## src/rsw_pkg.sv

```systemverilog
// package: register map, field layout and reset values for the rtc square wave and event block
package rsw_pkg;
  // register indices as printed; byte-less register port uses them directly
  localparam logic [7:0] ADDR_TIME_CTRL = 8'h17;
  localparam logic [7:0] ADDR_EVT_STATUS = 8'h19;
  localparam logic [7:0] ADDR_EVT_MASK = 8'h21;
  // time control fields
  localparam int SQW_SEL_LSB = 0;
  localparam int PER_SEL_LSB = 4;
  // status and mask bit positions
  localparam int BIT_PER = 7;
  localparam int BIT_SEC = 6;
  localparam int BIT_ALM = 5;
  // reset values
  localparam logic [3:0] SQW_SEL_RST = 4'h0;
  localparam logic [2:0] PER_SEL_RST = 3'h2;
  localparam logic [2:0] MASK_RST = 3'h0;
  // periodic select codes
  localparam logic [2:0] PER_OFF = 3'h0;
  localparam logic [2:0] PER_SEC = 3'h1;
  localparam logic [2:0] PER_MIN = 3'h2;
  localparam logic [2:0] PER_HOUR = 3'h3;
  localparam logic [2:0] PER_DAY = 3'h4;
  localparam logic [2:0] PER_MONTH = 3'h5;
  // trimmed counter width: 15-bit sub-second count, bit k toggles at 2^(14-k) Hz
  localparam int SUBSEC_W = 15;
  localparam int DATA_W = 16;
endpackage

```

## src/rsw_core.sv

```systemverilog
// rtc square wave generator, event latching, masking and first-level interrupt
// Functional notes
// - square wave is taken from the trimmed sub-second counter, not the oscillator.
// - 4-bit select; 0 off, code n gives 2^(n-1) Hz up to 16384 Hz.
// - trim may bend one period per second by up to 8 ticks; else 50%.
// - square wave drives the pin only when pin is set to clock output.
// - seconds, periodic and alarm events merge into one clock interrupt.
// - seconds flag sets on every one-second counter rollover.
// - 3-bit periodic select: off, second, minute, hour, day, month; reset minute.
// - periodic event pulse lasts one 32 kHz oscillator period.
// - periodic event suppressed while time-setting status is high.
// - alarm flag sets when alarm comparison starts reporting a match (rising edge).
// - rising edges of periodic, seconds, alarm latch into status bits 7, 6, 5.
// - reading status clears the latched event bits.
// - mask bits 7..5 block events from interrupt; reset value zero.
`timescale 1ns/1ps
module rsw_core #(
  parameter int SUBSEC_W = rsw_pkg::SUBSEC_W,
  parameter int DATA_W = rsw_pkg::DATA_W
) (
  // clock and reset
  input wire logic mclk,
  input wire logic rstn,
  // register port
  input wire logic [7:0] reg_addr,
  input wire logic [DATA_W-1:0] reg_wdata,
  input wire logic reg_wr,
  input wire logic reg_rd,
  output logic [DATA_W-1:0] reg_rdata,
  // time counter side (same clock domain)
  input wire logic tick_32k,
  input wire logic [SUBSEC_W-1:0] subsec_cnt,
  input wire logic sec_rollover,
  input wire logic min_rollover,
  input wire logic hour_rollover,
  input wire logic day_rollover,
  input wire logic month_rollover,
  input wire logic time_set_busy,
  input wire logic alarm_match,
  // pin configuration
  input wire logic pin_is_clkout,
  // outputs
  output logic square_wave_pin,
  output logic square_wave_pin_oe,
  output logic periodic_event_pulse,
  output logic clock_irq
);
  typedef struct packed {
    logic [3:0] square_wave_select;
    logic [2:0] periodic_event_select;
    logic [2:0] event_mask;
    logic periodic_event_flag;
    logic seconds_event_flag;
    logic alarm_event_flag;
    logic per_lvl;
    logic sec_lvl;
    logic alm_lvl;
    logic per_pend;
    logic [DATA_W-1:0] rdata;
    logic sqw;
    logic sqw_oe;
    logic irq;
  } rsw_state_t;

  rsw_state_t st_r;
  rsw_state_t st_nxt;

  // wave taps assume a 15-bit count; status bits need the full data word
  if (SUBSEC_W != 15) begin : g_bad_subsec
    $error("rsw_core supports only a 15-bit sub-second count");
  end
  if (DATA_W < 16) begin : g_bad_data
    $error("rsw_core needs a data word of at least 16 bits");
  end

  // periodic trigger selected from rollover strobes
  function automatic logic per_hit(input logic [2:0] sel, input logic s, input logic m,
                                   input logic h, input logic d, input logic mo);
    unique case (sel)
      rsw_pkg::PER_SEC: per_hit = s;
      rsw_pkg::PER_MIN: per_hit = m;
      rsw_pkg::PER_HOUR: per_hit = h;
      rsw_pkg::PER_DAY: per_hit = d;
      rsw_pkg::PER_MONTH: per_hit = mo;
      default: per_hit = 1'b0;
    endcase
  endfunction

  // square wave from counter bit; code n selects bit 15-n
  // code 0 lands on the padded zero above the count
  function automatic logic sqw_bit(input logic [3:0] sel, input logic [SUBSEC_W-1:0] cnt);
    logic [3:0] idx;
    logic [SUBSEC_W:0] ext;
    idx = 4'hF - sel;
    ext = {1'b0, cnt};
    sqw_bit = ext[idx];
  endfunction

  logic rd_status;
  logic [2:0] ev_rise;
  logic [2:0] flags_now;
  logic per_trig;
  assign rd_status = reg_rd && (reg_addr == rsw_pkg::ADDR_EVT_STATUS);
  assign per_trig = per_hit(st_r.periodic_event_select, sec_rollover, min_rollover,
                            hour_rollover, day_rollover, month_rollover) && !time_set_busy;

  always_comb begin
    st_nxt = st_r;
    ev_rise = 3'h0;
    flags_now = 3'h0;
    // register writes
    if (reg_wr && reg_addr == rsw_pkg::ADDR_TIME_CTRL) begin
      st_nxt.square_wave_select = reg_wdata[rsw_pkg::SQW_SEL_LSB +: 4];
      st_nxt.periodic_event_select = reg_wdata[rsw_pkg::PER_SEL_LSB +: 3];
    end
    if (reg_wr && reg_addr == rsw_pkg::ADDR_EVT_MASK) begin
      st_nxt.event_mask = reg_wdata[rsw_pkg::BIT_ALM +: 3];
    end
    // periodic request held until the next oscillator tick, then one tick wide
    if (tick_32k) begin
      st_nxt.per_lvl = st_r.per_pend && !time_set_busy;
      st_nxt.per_pend = 1'b0;
    end
    // a trigger in a tick cycle waits for the following tick
    if (per_trig) begin
      st_nxt.per_pend = 1'b1;
    end
    st_nxt.sec_lvl = sec_rollover;
    st_nxt.alm_lvl = alarm_match;
    ev_rise[2] = st_nxt.per_lvl && !st_r.per_lvl;
    ev_rise[1] = sec_rollover && !st_r.sec_lvl;
    ev_rise[0] = alarm_match && !st_r.alm_lvl;
    // read clears, a coincident event wins
    flags_now = {st_r.periodic_event_flag, st_r.seconds_event_flag, st_r.alarm_event_flag};
    if (rd_status) begin
      flags_now = 3'h0;
    end
    flags_now = flags_now | ev_rise;
    st_nxt.periodic_event_flag = flags_now[2];
    st_nxt.seconds_event_flag = flags_now[1];
    st_nxt.alarm_event_flag = flags_now[0];
    st_nxt.irq = |(flags_now & ~st_nxt.event_mask);
    // read data, one cycle later
    st_nxt.rdata = '0;
    if (reg_rd) begin
      unique case (reg_addr)
        rsw_pkg::ADDR_TIME_CTRL: begin
          st_nxt.rdata[rsw_pkg::SQW_SEL_LSB +: 4] = st_r.square_wave_select;
          st_nxt.rdata[rsw_pkg::PER_SEL_LSB +: 3] = st_r.periodic_event_select;
        end
        rsw_pkg::ADDR_EVT_STATUS: begin
          st_nxt.rdata[rsw_pkg::BIT_PER] = st_r.periodic_event_flag;
          st_nxt.rdata[rsw_pkg::BIT_SEC] = st_r.seconds_event_flag;
          st_nxt.rdata[rsw_pkg::BIT_ALM] = st_r.alarm_event_flag;
        end
        rsw_pkg::ADDR_EVT_MASK: st_nxt.rdata[rsw_pkg::BIT_ALM +: 3] = st_r.event_mask;
        default: st_nxt.rdata = '0;
      endcase
    end
    // trimmed counter feeds the wave, so trim bends one period per second
    st_nxt.sqw = pin_is_clkout && sqw_bit(st_r.square_wave_select, subsec_cnt);
    st_nxt.sqw_oe = pin_is_clkout;
  end

  always_ff @(posedge mclk or negedge rstn) begin
    if (!rstn) begin
      st_r <= '0;
      st_r.square_wave_select <= rsw_pkg::SQW_SEL_RST;
      st_r.periodic_event_select <= rsw_pkg::PER_SEL_RST;
      st_r.event_mask <= rsw_pkg::MASK_RST;
    end else begin
      st_r <= st_nxt;
    end
  end

  assign reg_rdata = st_r.rdata;
  assign square_wave_pin = st_r.sqw;
  assign square_wave_pin_oe = st_r.sqw_oe;
  assign periodic_event_pulse = st_r.per_lvl;
  assign clock_irq = st_r.irq;

  // checks
  ev_sec_a: assert property (@(posedge mclk) disable iff (!rstn)
    sec_rollover && !st_r.sec_lvl |=> st_r.seconds_event_flag)
    else $error("seconds flag not set");
  ev_alm_a: assert property (@(posedge mclk) disable iff (!rstn)
    alarm_match && !st_r.alm_lvl |=> st_r.alarm_event_flag)
    else $error("alarm flag not set");
  rd_clear_a: assert property (@(posedge mclk) disable iff (!rstn)
    rd_status && !sec_rollover |=> !st_r.seconds_event_flag)
    else $error("status not cleared by read");
  irq_mask_a: assert property (@(posedge mclk) disable iff (!rstn)
    clock_irq |-> |({st_r.periodic_event_flag, st_r.seconds_event_flag,
                     st_r.alarm_event_flag} & ~st_r.event_mask))
    else $error("irq without unmasked flag");
  irq_raise_a: assert property (@(posedge mclk) disable iff (!rstn)
    st_r.seconds_event_flag && !st_r.event_mask[1] |-> clock_irq)
    else $error("unmasked flag without irq");
  per_width_a: assert property (@(posedge mclk) disable iff (!rstn)
    periodic_event_pulse && !tick_32k |=> periodic_event_pulse)
    else $error("periodic pulse ended early");
  per_busy_a: assert property (@(posedge mclk) disable iff (!rstn)
    time_set_busy && tick_32k |=> !periodic_event_pulse)
    else $error("periodic pulse while setting time");
  sqw_off_a: assert property (@(posedge mclk) disable iff (!rstn)
    st_r.square_wave_select == 4'h0 |=> !square_wave_pin)
    else $error("square wave not low when off");
  per_dis_a: assert property (@(posedge mclk) disable iff (!rstn)
    st_r.periodic_event_select >= 3'h6 && !st_r.per_pend |=> !st_r.per_pend)
    else $error("periodic event while disabled");
  oe_pin_a: assert property (@(posedge mclk) disable iff (!rstn)
    !pin_is_clkout |=> !square_wave_pin_oe && !square_wave_pin)
    else $error("pin driven while not clock output");
  oe_on_a: assert property (@(posedge mclk) disable iff (!rstn)
    pin_is_clkout |=> square_wave_pin_oe)
    else $error("pin not driven in clock output mode");

  // register port
  rd_idle_a: assert property (@(posedge mclk) disable iff (!rstn)
    !reg_rd |=> reg_rdata == '0)
    else $error("read data not zero without read");
  rd_unmap_a: assert property (@(posedge mclk) disable iff (!rstn)
    reg_rd && reg_addr != rsw_pkg::ADDR_TIME_CTRL && reg_addr != rsw_pkg::ADDR_EVT_STATUS
    && reg_addr != rsw_pkg::ADDR_EVT_MASK |=> reg_rdata == '0)
    else $error("unmapped read not zero");
  rd_status_a: assert property (@(posedge mclk) disable iff (!rstn)
    rd_status |=> reg_rdata[rsw_pkg::BIT_PER] == $past(st_r.periodic_event_flag))
    else $error("periodic status read wrong");
  rd_sec_a: assert property (@(posedge mclk) disable iff (!rstn)
    rd_status |=> reg_rdata[rsw_pkg::BIT_SEC] == $past(st_r.seconds_event_flag))
    else $error("seconds status read wrong");
  rd_alm_a: assert property (@(posedge mclk) disable iff (!rstn)
    rd_status |=> reg_rdata[rsw_pkg::BIT_ALM] == $past(st_r.alarm_event_flag))
    else $error("alarm status read wrong");
  rd_st_hi_a: assert property (@(posedge mclk) disable iff (!rstn)
    rd_status |=> reg_rdata[DATA_W-1:8] == '0)
    else $error("status upper bits not zero");
  rd_sqsel_a: assert property (@(posedge mclk) disable iff (!rstn)
    reg_rd && reg_addr == rsw_pkg::ADDR_TIME_CTRL
    |=> reg_rdata[3:0] == $past(st_r.square_wave_select))
    else $error("square select read wrong");
  rd_persel_a: assert property (@(posedge mclk) disable iff (!rstn)
    reg_rd && reg_addr == rsw_pkg::ADDR_TIME_CTRL
    |=> reg_rdata[6:4] == $past(st_r.periodic_event_select))
    else $error("periodic select read wrong");
  rd_mask_a: assert property (@(posedge mclk) disable iff (!rstn)
    reg_rd && reg_addr == rsw_pkg::ADDR_EVT_MASK |=> reg_rdata[7:5] == $past(st_r.event_mask))
    else $error("mask read wrong");
  wr_sqsel_a: assert property (@(posedge mclk) disable iff (!rstn)
    reg_wr && reg_addr == rsw_pkg::ADDR_TIME_CTRL
    |=> st_r.square_wave_select == $past(reg_wdata[3:0]))
    else $error("square select not written");
  wr_persel_a: assert property (@(posedge mclk) disable iff (!rstn)
    reg_wr && reg_addr == rsw_pkg::ADDR_TIME_CTRL
    |=> st_r.periodic_event_select == $past(reg_wdata[6:4]))
    else $error("periodic select not written");
  wr_mask_a: assert property (@(posedge mclk) disable iff (!rstn)
    reg_wr && reg_addr == rsw_pkg::ADDR_EVT_MASK |=> st_r.event_mask == $past(reg_wdata[7:5]))
    else $error("mask not written");
  ctrl_keep_a: assert property (@(posedge mclk) disable iff (!rstn)
    !(reg_wr && reg_addr == rsw_pkg::ADDR_TIME_CTRL) |=> $stable(st_r.square_wave_select))
    else $error("square select changed without write");
  mask_keep_a: assert property (@(posedge mclk) disable iff (!rstn)
    !(reg_wr && reg_addr == rsw_pkg::ADDR_EVT_MASK) |=> $stable(st_r.event_mask))
    else $error("mask changed without write");
  wr_status_a: assert property (@(posedge mclk) disable iff (!rstn)
    reg_wr && reg_addr == rsw_pkg::ADDR_EVT_STATUS && ev_rise == 3'h0
    |=> $stable({st_r.periodic_event_flag, st_r.seconds_event_flag, st_r.alarm_event_flag}))
    else $error("status changed by write");

  // event flags
  ev_per_a: assert property (@(posedge mclk) disable iff (!rstn)
    ev_rise[2] |=> st_r.periodic_event_flag)
    else $error("periodic flag not set");
  flag_hold_a: assert property (@(posedge mclk) disable iff (!rstn)
    !rd_status && ev_rise == 3'h0
    |=> $stable({st_r.periodic_event_flag, st_r.seconds_event_flag, st_r.alarm_event_flag}))
    else $error("flags changed without event or read");
  sec_sticky_a: assert property (@(posedge mclk) disable iff (!rstn)
    st_r.seconds_event_flag && !rd_status |=> st_r.seconds_event_flag)
    else $error("seconds flag lost without read");
  per_sticky_a: assert property (@(posedge mclk) disable iff (!rstn)
    st_r.periodic_event_flag && !rd_status |=> st_r.periodic_event_flag)
    else $error("periodic flag lost without read");
  alm_sticky_a: assert property (@(posedge mclk) disable iff (!rstn)
    st_r.alarm_event_flag && !rd_status |=> st_r.alarm_event_flag)
    else $error("alarm flag lost without read");
  clr_per_a: assert property (@(posedge mclk) disable iff (!rstn)
    rd_status && !ev_rise[2] |=> !st_r.periodic_event_flag)
    else $error("periodic flag not cleared by read");
  clr_alm_a: assert property (@(posedge mclk) disable iff (!rstn)
    rd_status && !ev_rise[0] |=> !st_r.alarm_event_flag)
    else $error("alarm flag not cleared by read");
  sec_level_a: assert property (@(posedge mclk) disable iff (!rstn)
    sec_rollover && st_r.sec_lvl && !st_r.seconds_event_flag |=> !st_r.seconds_event_flag)
    else $error("held seconds level set flag again");
  alm_level_a: assert property (@(posedge mclk) disable iff (!rstn)
    alarm_match && st_r.alm_lvl && !st_r.alarm_event_flag |=> !st_r.alarm_event_flag)
    else $error("held alarm level set flag again");
  per_src_a: assert property (@(posedge mclk) disable iff (!rstn)
    $rose(st_r.periodic_event_flag) |-> $rose(periodic_event_pulse))
    else $error("periodic flag without pulse edge");
  sec_src_a: assert property (@(posedge mclk) disable iff (!rstn)
    $rose(st_r.seconds_event_flag) |-> $past(sec_rollover))
    else $error("seconds flag without rollover");
  alm_src_a: assert property (@(posedge mclk) disable iff (!rstn)
    $rose(st_r.alarm_event_flag) |-> $past(alarm_match))
    else $error("alarm flag without match");

  // interrupt line
  irq_per_a: assert property (@(posedge mclk) disable iff (!rstn)
    st_r.periodic_event_flag && !st_r.event_mask[2] |-> clock_irq)
    else $error("unmasked periodic flag without irq");
  irq_alm_a: assert property (@(posedge mclk) disable iff (!rstn)
    st_r.alarm_event_flag && !st_r.event_mask[0] |-> clock_irq)
    else $error("unmasked alarm flag without irq");
  irq_masked_a: assert property (@(posedge mclk) disable iff (!rstn)
    st_r.event_mask == 3'h7 |-> !clock_irq)
    else $error("irq while all events masked");

  // periodic pulse
  per_trig_a: assert property (@(posedge mclk) disable iff (!rstn)
    per_trig |=> st_r.per_pend)
    else $error("periodic trigger lost");
  per_pend_a: assert property (@(posedge mclk) disable iff (!rstn)
    tick_32k && !per_trig |=> !st_r.per_pend)
    else $error("periodic request outlived its tick");
  per_off_a: assert property (@(posedge mclk) disable iff (!rstn)
    st_r.periodic_event_select == rsw_pkg::PER_OFF && !st_r.per_pend |=> !st_r.per_pend)
    else $error("periodic request while off");
  per_min_a: assert property (@(posedge mclk) disable iff (!rstn)
    st_r.periodic_event_select == rsw_pkg::PER_MIN && !min_rollover && !st_r.per_pend
    |=> !st_r.per_pend)
    else $error("minute select fired on other strobe");
  busy_pend_a: assert property (@(posedge mclk) disable iff (!rstn)
    time_set_busy && !st_r.per_pend |=> !st_r.per_pend)
    else $error("periodic request taken while setting time");
  per_rise_a: assert property (@(posedge mclk) disable iff (!rstn)
    $rose(periodic_event_pulse) |-> $past(tick_32k))
    else $error("periodic pulse started off tick");
  per_low_a: assert property (@(posedge mclk) disable iff (!rstn)
    !periodic_event_pulse && !tick_32k |=> !periodic_event_pulse)
    else $error("periodic pulse rose between ticks");
  per_fall_a: assert property (@(posedge mclk) disable iff (!rstn)
    periodic_event_pulse && tick_32k && !st_r.per_pend |=> !periodic_event_pulse)
    else $error("periodic pulse longer than one tick");

  // square wave taps
  sqw_fast_a: assert property (@(posedge mclk) disable iff (!rstn)
    pin_is_clkout && st_r.square_wave_select == 4'hF |=> square_wave_pin == $past(subsec_cnt[0]))
    else $error("fastest square wave wrong");
  sqw_half_a: assert property (@(posedge mclk) disable iff (!rstn)
    pin_is_clkout && st_r.square_wave_select == 4'hE |=> square_wave_pin == $past(subsec_cnt[1]))
    else $error("second square wave step wrong");
  sqw_slow_a: assert property (@(posedge mclk) disable iff (!rstn)
    pin_is_clkout && st_r.square_wave_select == 4'h1
    |=> square_wave_pin == $past(subsec_cnt[SUBSEC_W-1]))
    else $error("one hertz square wave wrong");
  sec_cov_c: cover property (@(posedge mclk) disable iff (!rstn) $rose(st_r.seconds_event_flag));
  per_cov_c: cover property (@(posedge mclk) disable iff (!rstn) $rose(periodic_event_pulse));
  irq_cov_c: cover property (@(posedge mclk) disable iff (!rstn) $rose(clock_irq));
  rdc_cov_c: cover property (@(posedge mclk) disable iff (!rstn) rd_status && clock_irq);
  alm_cov_c: cover property (@(posedge mclk) disable iff (!rstn) $rose(st_r.alarm_event_flag));
endmodule

```

## config.mk

```make
export PLATFORM = sky130hd
export DESIGN_NAME = rsw_core
export DESIGN_NICKNAME = d
export VERILOG_FILES = /design/src/rsw_pkg.sv /design/src/rsw_core.sv
export SDC_FILE = /design/constraint.sdc
export NUM_CORES = 1
export LEC_CHECK = 0
export BUFFER_PORTS_ARGS = -buffer_cell sky130_fd_sc_hd__buf_2
export CORE_AREA = 2 2 63 65
export CTS_CLUSTER_DIAMETER = 120
export DETAILED_ROUTE_END_ITERATION = 10
export DIE_AREA = 0 0 65 67
export PLACE_DENSITY_LB_ADDON = 0.25
export SYNTH_ARGS = -nofsm -noshare
export SYNTH_HDL_FRONTEND = slang
export SYNTH_SLANG_ARGS = --single-unit
export TNS_END_PERCENT = 1
```

## constraint.sdc

```tcl
create_clock -name mclk -period 2.3 [get_ports mclk]
set_input_delay 0.46 -clock mclk [delete_from_list [all_inputs] [get_ports mclk]]
set_output_delay 0.46 -clock mclk [all_outputs]
set_load 0.01 [all_outputs]
```

---- After elaboration in Yosys (flattened, before gate mapping) ----
Cells that the tools add are included.
storage, ports and cells
  register bits ........................... 36
  input bits .............................. 52
  word-level logic and storage cells ...... 54
  output and inout bits ................... 20
operators by class
  $lt $le $gt $ge ......................... 1
  reductions and logical operators ........ 15
  mux-type cells .......................... 12
  equal/unequal tests ..................... 8
  add/subtract/negate cells ............... 1
  bitwise logic cells ..................... 3
operators by type and width
  kind                                                                          number
  8-bit by 5-bit == test with 1-bit output, second input constant               2
  1-bit logical AND                                                             9
  8-bit by 6-bit == test with 1-bit output, second input constant               1
  8-bit two-way mux                                                             1
  3-bit by 2-bit == test with 1-bit output, second input constant               2
  3-bit == test, second input constant                                          2
  3-bit two-way mux                                                             2
  2-bit case mux with 3 select lines                                            1
  4-bit by 5-bit less-than comparator with 1-bit output, second input constant  1
  5-bit two-way mux                                                             1
  1-bit case mux with 5 select lines                                            1
  1-bit binary-select mux with 4-bit select                                     1
  1-bit logical NOT                                                             4
  1-bit two-way mux                                                             4
  4-bit subtractor, first input constant                                        1
  3-bit bitwise AND                                                             1
  3-bit by 1-bit == test with 1-bit output, second input constant               1
  3-bit inverter                                                                1
  3-bit bitwise OR                                                              1
  3-bit OR reduction                                                            1
  1-bit case mux with 2 select lines                                            1
  2-bit nonzero test                                                            1

---- Longest topological paths before layout ----
Gate-level depths: netlist (run 1).
  word-level depth ........................ 7
  mapped depth ............................ 5
  depth with buffers taken out ............ 4

---- Least setup slack after synthesis (run 1) ----
Ideal clock, no wire load.
  kind .................................... in2reg
  start point ............................. input reg_addr[5]
  end point ............................... register st_r[29] in the netlist's numbering
  library setup time ...................... 125 ps
  arrival time ............................ 1568 ps
  path slack .............................. 607 ps
  required time ........................... 2175 ps
  stages on the path ...................... 5
  cells stage by stage .................... nor4b_2 and4bb_2 buf_2 nand2_2 mux2_2
on the way
  word-level cells in the longest chain between the ends .. 2
ends and longest elaborated chain
  item                                      line             RTL
  start, declared                           rsw_core.sv:25   input wire logic [7:0] reg_addr,
  8-bit by 5-bit == test with 1-bit output  rsw_core.sv:112  if (reg_wr && reg_addr == rsw_pkg::ADDR_TIME_CTRL) begin
  1-bit logical AND                         rsw_core.sv:112
  end signal, assigned                      rsw_core.sv:172  st_r <= st_nxt;
  end, declared                             rsw_core.sv:65   rsw_state_t st_r;
No other way between the ends.
A chain may end at the register's enable or synchronous reset.

==> results of run 1 <==
## state kept, by name (all words and copies together) (netlist names)
register and count:
reg_rdata 8, square_wave_pin 1, st_r 16, periodic_event_pulse 1
square_wave_pin_oe 1, clock_irq 1
## metrics by stage
step | instances | hold WS [ps]
4_1_cts | 210 | 201
3_3_place_gp | 206 | 495
2_1_floorplan | 121 | 164
6_report | 210 | 184
3_5_place_dp | 206 | 500
5_1_grt | 210 | 222
## report_power, final
| group | internal, mW | switching, mW |
|---|---|---|
| Clock | 0.233 | 0.144 |
| Combinational | 0.0612 | 0.0512 |
| Sequential | 0.510 | 0.0138 |
| Total | 0.804 | 0.209 |
## worst paths after layout
kind | startpoint | endpoint | slack (ps) | cells past startpoint
hold reg to reg | periodic_event_pulse$_DFF_PN0_ | periodic_event_pulse$_DFF_PN0_ | 540 | 1
min in group mclk | pin_is_clkout | square_wave_pin_oe$_DFF_PN0_ | 310 | 1
hold / removal | rstn | clock_irq$_DFF_PN0_ | 180 | 1
max in group asynchronous | rstn | st_r[35]$_DFFE_PN0P_ | 1730 | 1
setup reg to reg | st_r[32]$_DFFE_PN0P_ | square_wave_pin$_DFF_PN0_ | 420 | 3
setup / recovery | st_r[32]$_DFFE_PN0P_ | square_wave_pin$_DFF_PN0_ | 420 | 3
## cell families after synthesis
family | after synthesis | share of synthesized area (%)
flops | 28 | 49.4
mux | 17 | 17.2
simple gates | 27 | 13.2
compound gates | 14 | 7.93
buf+inv | 27 | 12.0
other cells | 1 | 0.264
## metal layers
layer	global-route usage [%]	routed length (um)
met3	2.36	162
met5	0	0
met1	15.6	1060
met4	4.79	27
met2	23.6	1480
## worst max-delay path, stage by stage, from the launching register on
cell                      delay, ps
sky130_fd_sc_hd__dfrtp_1        520
sky130_fd_sc_hd__mux4_1         610
sky130_fd_sc_hd__mux4_2         480
sky130_fd_sc_hd__and2_1         170
## synthesized netlist by cell type, types with 2 or more instances
| library cell | n | area share [%] |
|---|---|---|
| sky130_fd_sc_hd__nor3b_1 | 2 | 1.1 |
| sky130_fd_sc_hd__nor2b_1 | 5 | 2.2 |
| sky130_fd_sc_hd__mux4_1 | 3 | 5.6 |
| sky130_fd_sc_hd__a22oi_1 | 3 | 1.6 |
| sky130_fd_sc_hd__and3b_1 | 2 | 1.2 |
| sky130_fd_sc_hd__dfrtp_1 | 27 | 48 |
| sky130_fd_sc_hd__and2_1 | 2 | 0.88 |
| sky130_fd_sc_hd__mux2i_1 | 3 | 2.1 |
| sky130_fd_sc_hd__and3_1 | 5 | 2.2 |
| sky130_fd_sc_hd__a222oi_1 | 2 | 1.4 |
| sky130_fd_sc_hd__buf_4 | 16 | 8.5 |
| sky130_fd_sc_hd__nand2_1 | 2 | 0.53 |
| sky130_fd_sc_hd__mux2_2 | 10 | 7.9 |
| sky130_fd_sc_hd__inv_1 | 9 | 2.4 |
| sky130_fd_sc_hd__o221ai_1 | 2 | 1.2 |
## layout by cell type (no fill, tap or decap), types with 2 or more instances in the layout
master,netlist,routed
sky130_fd_sc_hd__a222oi_1,2,2
sky130_fd_sc_hd__a22oi_1,3,3
sky130_fd_sc_hd__and2_1,2,2
sky130_fd_sc_hd__and3_1,5,5
sky130_fd_sc_hd__and3b_1,2,2
sky130_fd_sc_hd__buf_2,1,55
sky130_fd_sc_hd__clkbuf_8,0,3
sky130_fd_sc_hd__conb_1,1,8
sky130_fd_sc_hd__dfrtp_1,27,27
sky130_fd_sc_hd__inv_1,9,9
sky130_fd_sc_hd__mux2_2,10,10
sky130_fd_sc_hd__mux2i_1,3,3
sky130_fd_sc_hd__mux4_1,3,3
sky130_fd_sc_hd__nand2_1,2,2
sky130_fd_sc_hd__nor2b_1,5,5
sky130_fd_sc_hd__nor3b_1,2,2
sky130_fd_sc_hd__o221ai_1,2,2
## layout make-up
class / instances / share of cell area, %
tap: 48 / 3.50
sequential: 28 / 40.9
inverter: 9 / 1.97
timing repair buffer: 55 / 16.0
clock buffer: 3 / 2.41
multi-input combinational: 66 / 33.5
clock inverter: 1 / 1.75
==> results.json, run 1 <==
{
  "synth_warnings": 0,
  "clock_insertion_delay_worst_skew_ps": 270,
  "drt_wl_total_um": 2730,
  "postPlaceCellArea_sq_mm": 0.00165,
  "yosys_register_bits": 28,
  "fp.coreArea_sq_mm": 0.00361,
  "die_h_um": 67,
  "clock_slew_at_the_register_clock_pins_of_the_worst_setup_and_hold_paths_ps": 90,
  "synth-main-ff-cell": "sky130_fd_sc_hd__dfrtp_1",
  "utilization_pct": 47.6,
  "htree_levels": 1,
  "clock-root-buffer": "sky130_fd_sc_hd__clkbuf_8",
  "first_global_vias": 940,
  "slew_at_the_pin_with_the_worst_max_slew_slack_ps": 589,
  "synth-edff-count": 0,
  "grt_util_all_layers_pct": 13.1,
  "path_max_fanout": 7,
  "min-delay-path-class": "primary input to asynchronous set/reset pin",
  "grt_remaining_overflow": 0,
  "post-route-worst-setup-slack_ps": 421,
  "die_area_sq_mm": 0.00436,
  "grt_pass1_wl_um": 4340,
  "layout_min_cycle_time_ps": 1880,
  "synth_area_per_cell_sq_um": 12.5,
  "routabilityCongestion": 0.787,
  "postSynth.asyncResetShare_pct": 100,
  "cts_inserted_buffers": 3,
  "port_buffers": 55,
  "worst_clock_skew_ps": 0.564,
  "count_of_standard_cell_rows": 22,
  "initial_utilization_pct": 39.4,
  "drtPass1Iterations": 4,
  "timing.max_cap.violations": 0,
  "final_net_count": 215,
  "dr_total_vias": 1014,
  "grt_start_max_net_pins": 29,
  "fin_area_sq_mm": 0.00172,
  "post_cts_setup_bufs": 0,
  "final_max_slew_viol_count": 0,
  "multi_input_area_sq_um": 574,
  "syn-cell-area_sq_mm": 0.00142,
  "routed_wire_length_per_instance_um": 13.0,
  "detailedRoute.firstIterationViolations": 47,
  "timing.final.setup_violations": 0,
  "routed_via_density": 4.83,
  "critical_path_arrival_ps": 2050,
  "clock_tree_from_tritoncts": "built",
  "fin_setup_tns_ps": 0,
  "hold_viol": 0,
  "unrepaired_setup_endpoints_after_global_routing": "no",
  "post_cts_resize_count": 0,
  "dp_worst_setup_slack_ps": 346,
  "status": "finished clean",
  "layout-drive-gt1-share_pct": 46.9,
  "ctsHoldBuffers": 0,
  "critPathRequiredTime_ps": 2470,
  "total_power_density_per_cell_area_mw_per_mm2": 590,
  "cts_num_sinks": 28,
  "synth_sequential_area_ratio_pct": 49.4,
  "num_antenna_cells": 0,
  "ant_nets": 0,
  "timing.fmax_mhz": 532,
  "detailed_place_hpwl_um": 2240,
  "final_min_period_over_clock_period_pct": 81.7,
  "setup.worst_path.class": "flop to flop",
  "total_chip_power_mw": 1.01,
  "crit_path_start_kind": "flop",
  "synth.lib_cells_used.distinct": 36,
  "fill_cells": 348,
  "num_io_pins": 72,
  "area_delta_synth_final_pct": 20.9,
  "number_of_antenna_violations_at_the_first_check_in_global_routing": 0,
  "clk_path_buf_depth": 2,
  "ir_drop_mv": 0.226,
  "die_w_um": 65,
  "slew-limit-headroom_pct": 60.8,
  "timing.critical_path.to_type": "flop",
  "synthCells": 114,
  "power_leakage_nw": 0.905,
  "combined_flip_flop_and_latch_cell_area_sq_um": 702,
  "post-route-drc-count": 0
}
(Power assumes the default switching activity.)
==> inputs of run 2 (changes only) <==
clock period = 1.9 ns   (was 2.3 ns; I/O delays follow)
==> results.json, run 2 (same netlist as run 1, synthesis figures left out) <==
{
  "status": "finished clean",
  "grt_remaining_overflow": 0,
  "routed_wire_length_per_instance_um": 12.6,
  "post-route-worst-setup-slack_ps": 69.2,
  "clk_path_buf_depth": 2,
  "htree_levels": 1,
  "initial_utilization_pct": 39.4,
  "num_io_pins": 72,
  "layout-drive-gt1-share_pct": 47.2,
  "timing.final.setup_violations": 0,
  "ctsHoldBuffers": 0,
  "detailed_place_hpwl_um": 2200,
  "cts_num_sinks": 28,
  "die_h_um": 67,
  "port_buffers": 55,
  "slew-limit-headroom_pct": 61.0,
  "cts_inserted_buffers": 3,
  "post_cts_setup_bufs": 0,
  "multi_input_area_sq_um": 574,
  "crit_path_cell_trace": "mux4_1, mux4_2, and2_1",
  "final_max_slew_viol_count": 0,
  "final_cells": 211,
  "timing.critical_path.to_type": "flop",
  "critical_path_arrival_ps": 2000,
  "area_delta_synth_final_pct": 21.4,
  "die_w_um": 65,
  "total_power_density_per_cell_area_mw_per_mm2": 710,
  "combined_flip_flop_and_latch_cell_area_sq_um": 702,
  "largest_reg_flops": 16,
  "critPathRequiredTime_ps": 2070,
  "unrepaired_setup_endpoints_after_global_routing": "no",
  "ff2ff_path_depth": 3,
  "ir_drop_mv": 0.246,
  "number_of_antenna_violations_at_the_first_check_in_global_routing": 0,
  "count_of_standard_cell_rows": 22,
  "layout_min_cycle_time_ps": 1830,
  "fp.coreArea_sq_mm": 0.00361,
  "clock-root-buffer": "sky130_fd_sc_hd__clkbuf_8",
  "die_area_sq_mm": 0.00436,
  "critical-path-max-stage-delay_ps": 590,
  "path_max_fanout": 7,
  "detailedRoute.firstIterationViolations": 13,
  "worstReg2RegStart": "st_r[32]$_DFFE_PN0P_",
  "hold_viol": 0,
  "crit_path_start_kind": "flop",
  "total_chip_power_mw": 1.22,
  "critical_path.reg2reg.endpoint": "square_wave_pin$_DFF_PN0_",
  "fill_cells": 346,
  "final_min_period_over_clock_period_pct": 96.4,
  "power_leakage_nw": 0.910,
  "final_net_count": 216,
  "fin_setup_tns_ps": 0,
  "timing.reg2reg.setup_slack_ps": 70,
  "post-route-drc-count": 0,
  "routabilityCongestion": 0.785,
  "clock_insertion_delay_worst_skew_ps": 270,
  "grt_pass1_wl_um": 4290,
  "drtPass1Iterations": 4,
  "min-delay-path-class": "primary input to asynchronous set/reset pin",
  "dr_total_vias": 1003,
  "dp_worst_setup_slack_ps": 79.0,
  "post_cts_resize_count": 0,
  "timing.max_cap.violations": 0,
  "mostFrequentLayoutCells": "sky130_fd_sc_hd__buf_2 (55), sky130_fd_sc_hd__dfrtp_1 (27), sky130_fd_sc_hd__mux2_2 (10)",
  "timing.fmax_mhz": 546,
  "layout_commonest_cell": "sky130_fd_sc_hd__buf_2",
  "grt_start_max_net_pins": 29,
  "clock_slew_at_the_register_clock_pins_of_the_worst_setup_and_hold_paths_ps": 90,
  "worst_clock_skew_ps": 2.71,
  "num_antenna_cells": 0,
  "clock_tree_from_tritoncts": "built",
  "post-place-cells": 207,
  "slew_at_the_pin_with_the_worst_max_slew_slack_ps": 585,
  "ant_nets": 0,
  "drt_wl_total_um": 2660,
  "grt_util_all_layers_pct": 13.0,
  "largest-register": "st_r",
  "first_global_vias": 1010,
  "routed_via_density": 4.75,
  "setup.worst_path.class": "flop to flop",
  "slowest_stage": "sky130_fd_sc_hd__mux4_1"
}
run 2: worst max-delay path by stage:
stage                         startpoint                        end  cells past startpoint
floorplan           st_r[32]$_DFFE_PN0P_  square_wave_pin$_DFF_PN0_                      4
global placement    st_r[32]$_DFFE_PN0P_  square_wave_pin$_DFF_PN0_                      3
detailed placement  st_r[32]$_DFFE_PN0P_  square_wave_pin$_DFF_PN0_                      3
CTS                 st_r[32]$_DFFE_PN0P_  square_wave_pin$_DFF_PN0_                      3
global route        st_r[32]$_DFFE_PN0P_  square_wave_pin$_DFF_PN0_                      3
finish              st_r[32]$_DFFE_PN0P_  square_wave_pin$_DFF_PN0_                      3
run 2: cell type report:
type                            count  area share [%]
Clock buffer                        3            2.39
Clock inverter                      1            1.74
Inverter                            9            1.96
Multi-Input combinational cell     66            33.3
Sequential cell                    28            40.7
Tap cell                           48            3.48
Timing Repair Buffer               56            16.4
run 2: per-layer routing:
layer | part of all wire (%) | vias up | track usage, %
li1 | - | 491 | -
met1 | 41 | 477 | 15.3
met2 | 53 | 33 | 23.2
met3 | 4.7 | 2 | 1.52
met4 | 1.0 | 0 | 6.38
met5 | 0 | - | 0
run 2: critical path: cells and delay by family, from the launching register on:
| kind | cells | cell delay (ps) |
|---|---|---|
| multiplexers | 2 | 1050 |
| flip-flops | 1 | 510 |
| AND/OR/NAND/NOR | 1 | 160 |
run 2: power breakdown:
| group | total [mW] | switching, mW | leakage [nW] | internal [mW] |
|---|---|---|---|---|
| logic | 0.136 | 0.0612 | 0.521 | 0.0747 |
| registers | 0.634 | 0.0171 | 0.353 | 0.617 |
| clock network | 0.455 | 0.173 | 0.0357 | 0.282 |
run 2: through the flow:
stage	util [%]	instance area (sq um)	hold WS, ps
finish	47.8	1720	102
floorplan	-	1450	84.4
global route	47.8	1720	137
CTS	47.8	1720	126
global placement	45.8	1650	414
detailed placement	45.8	1650	422
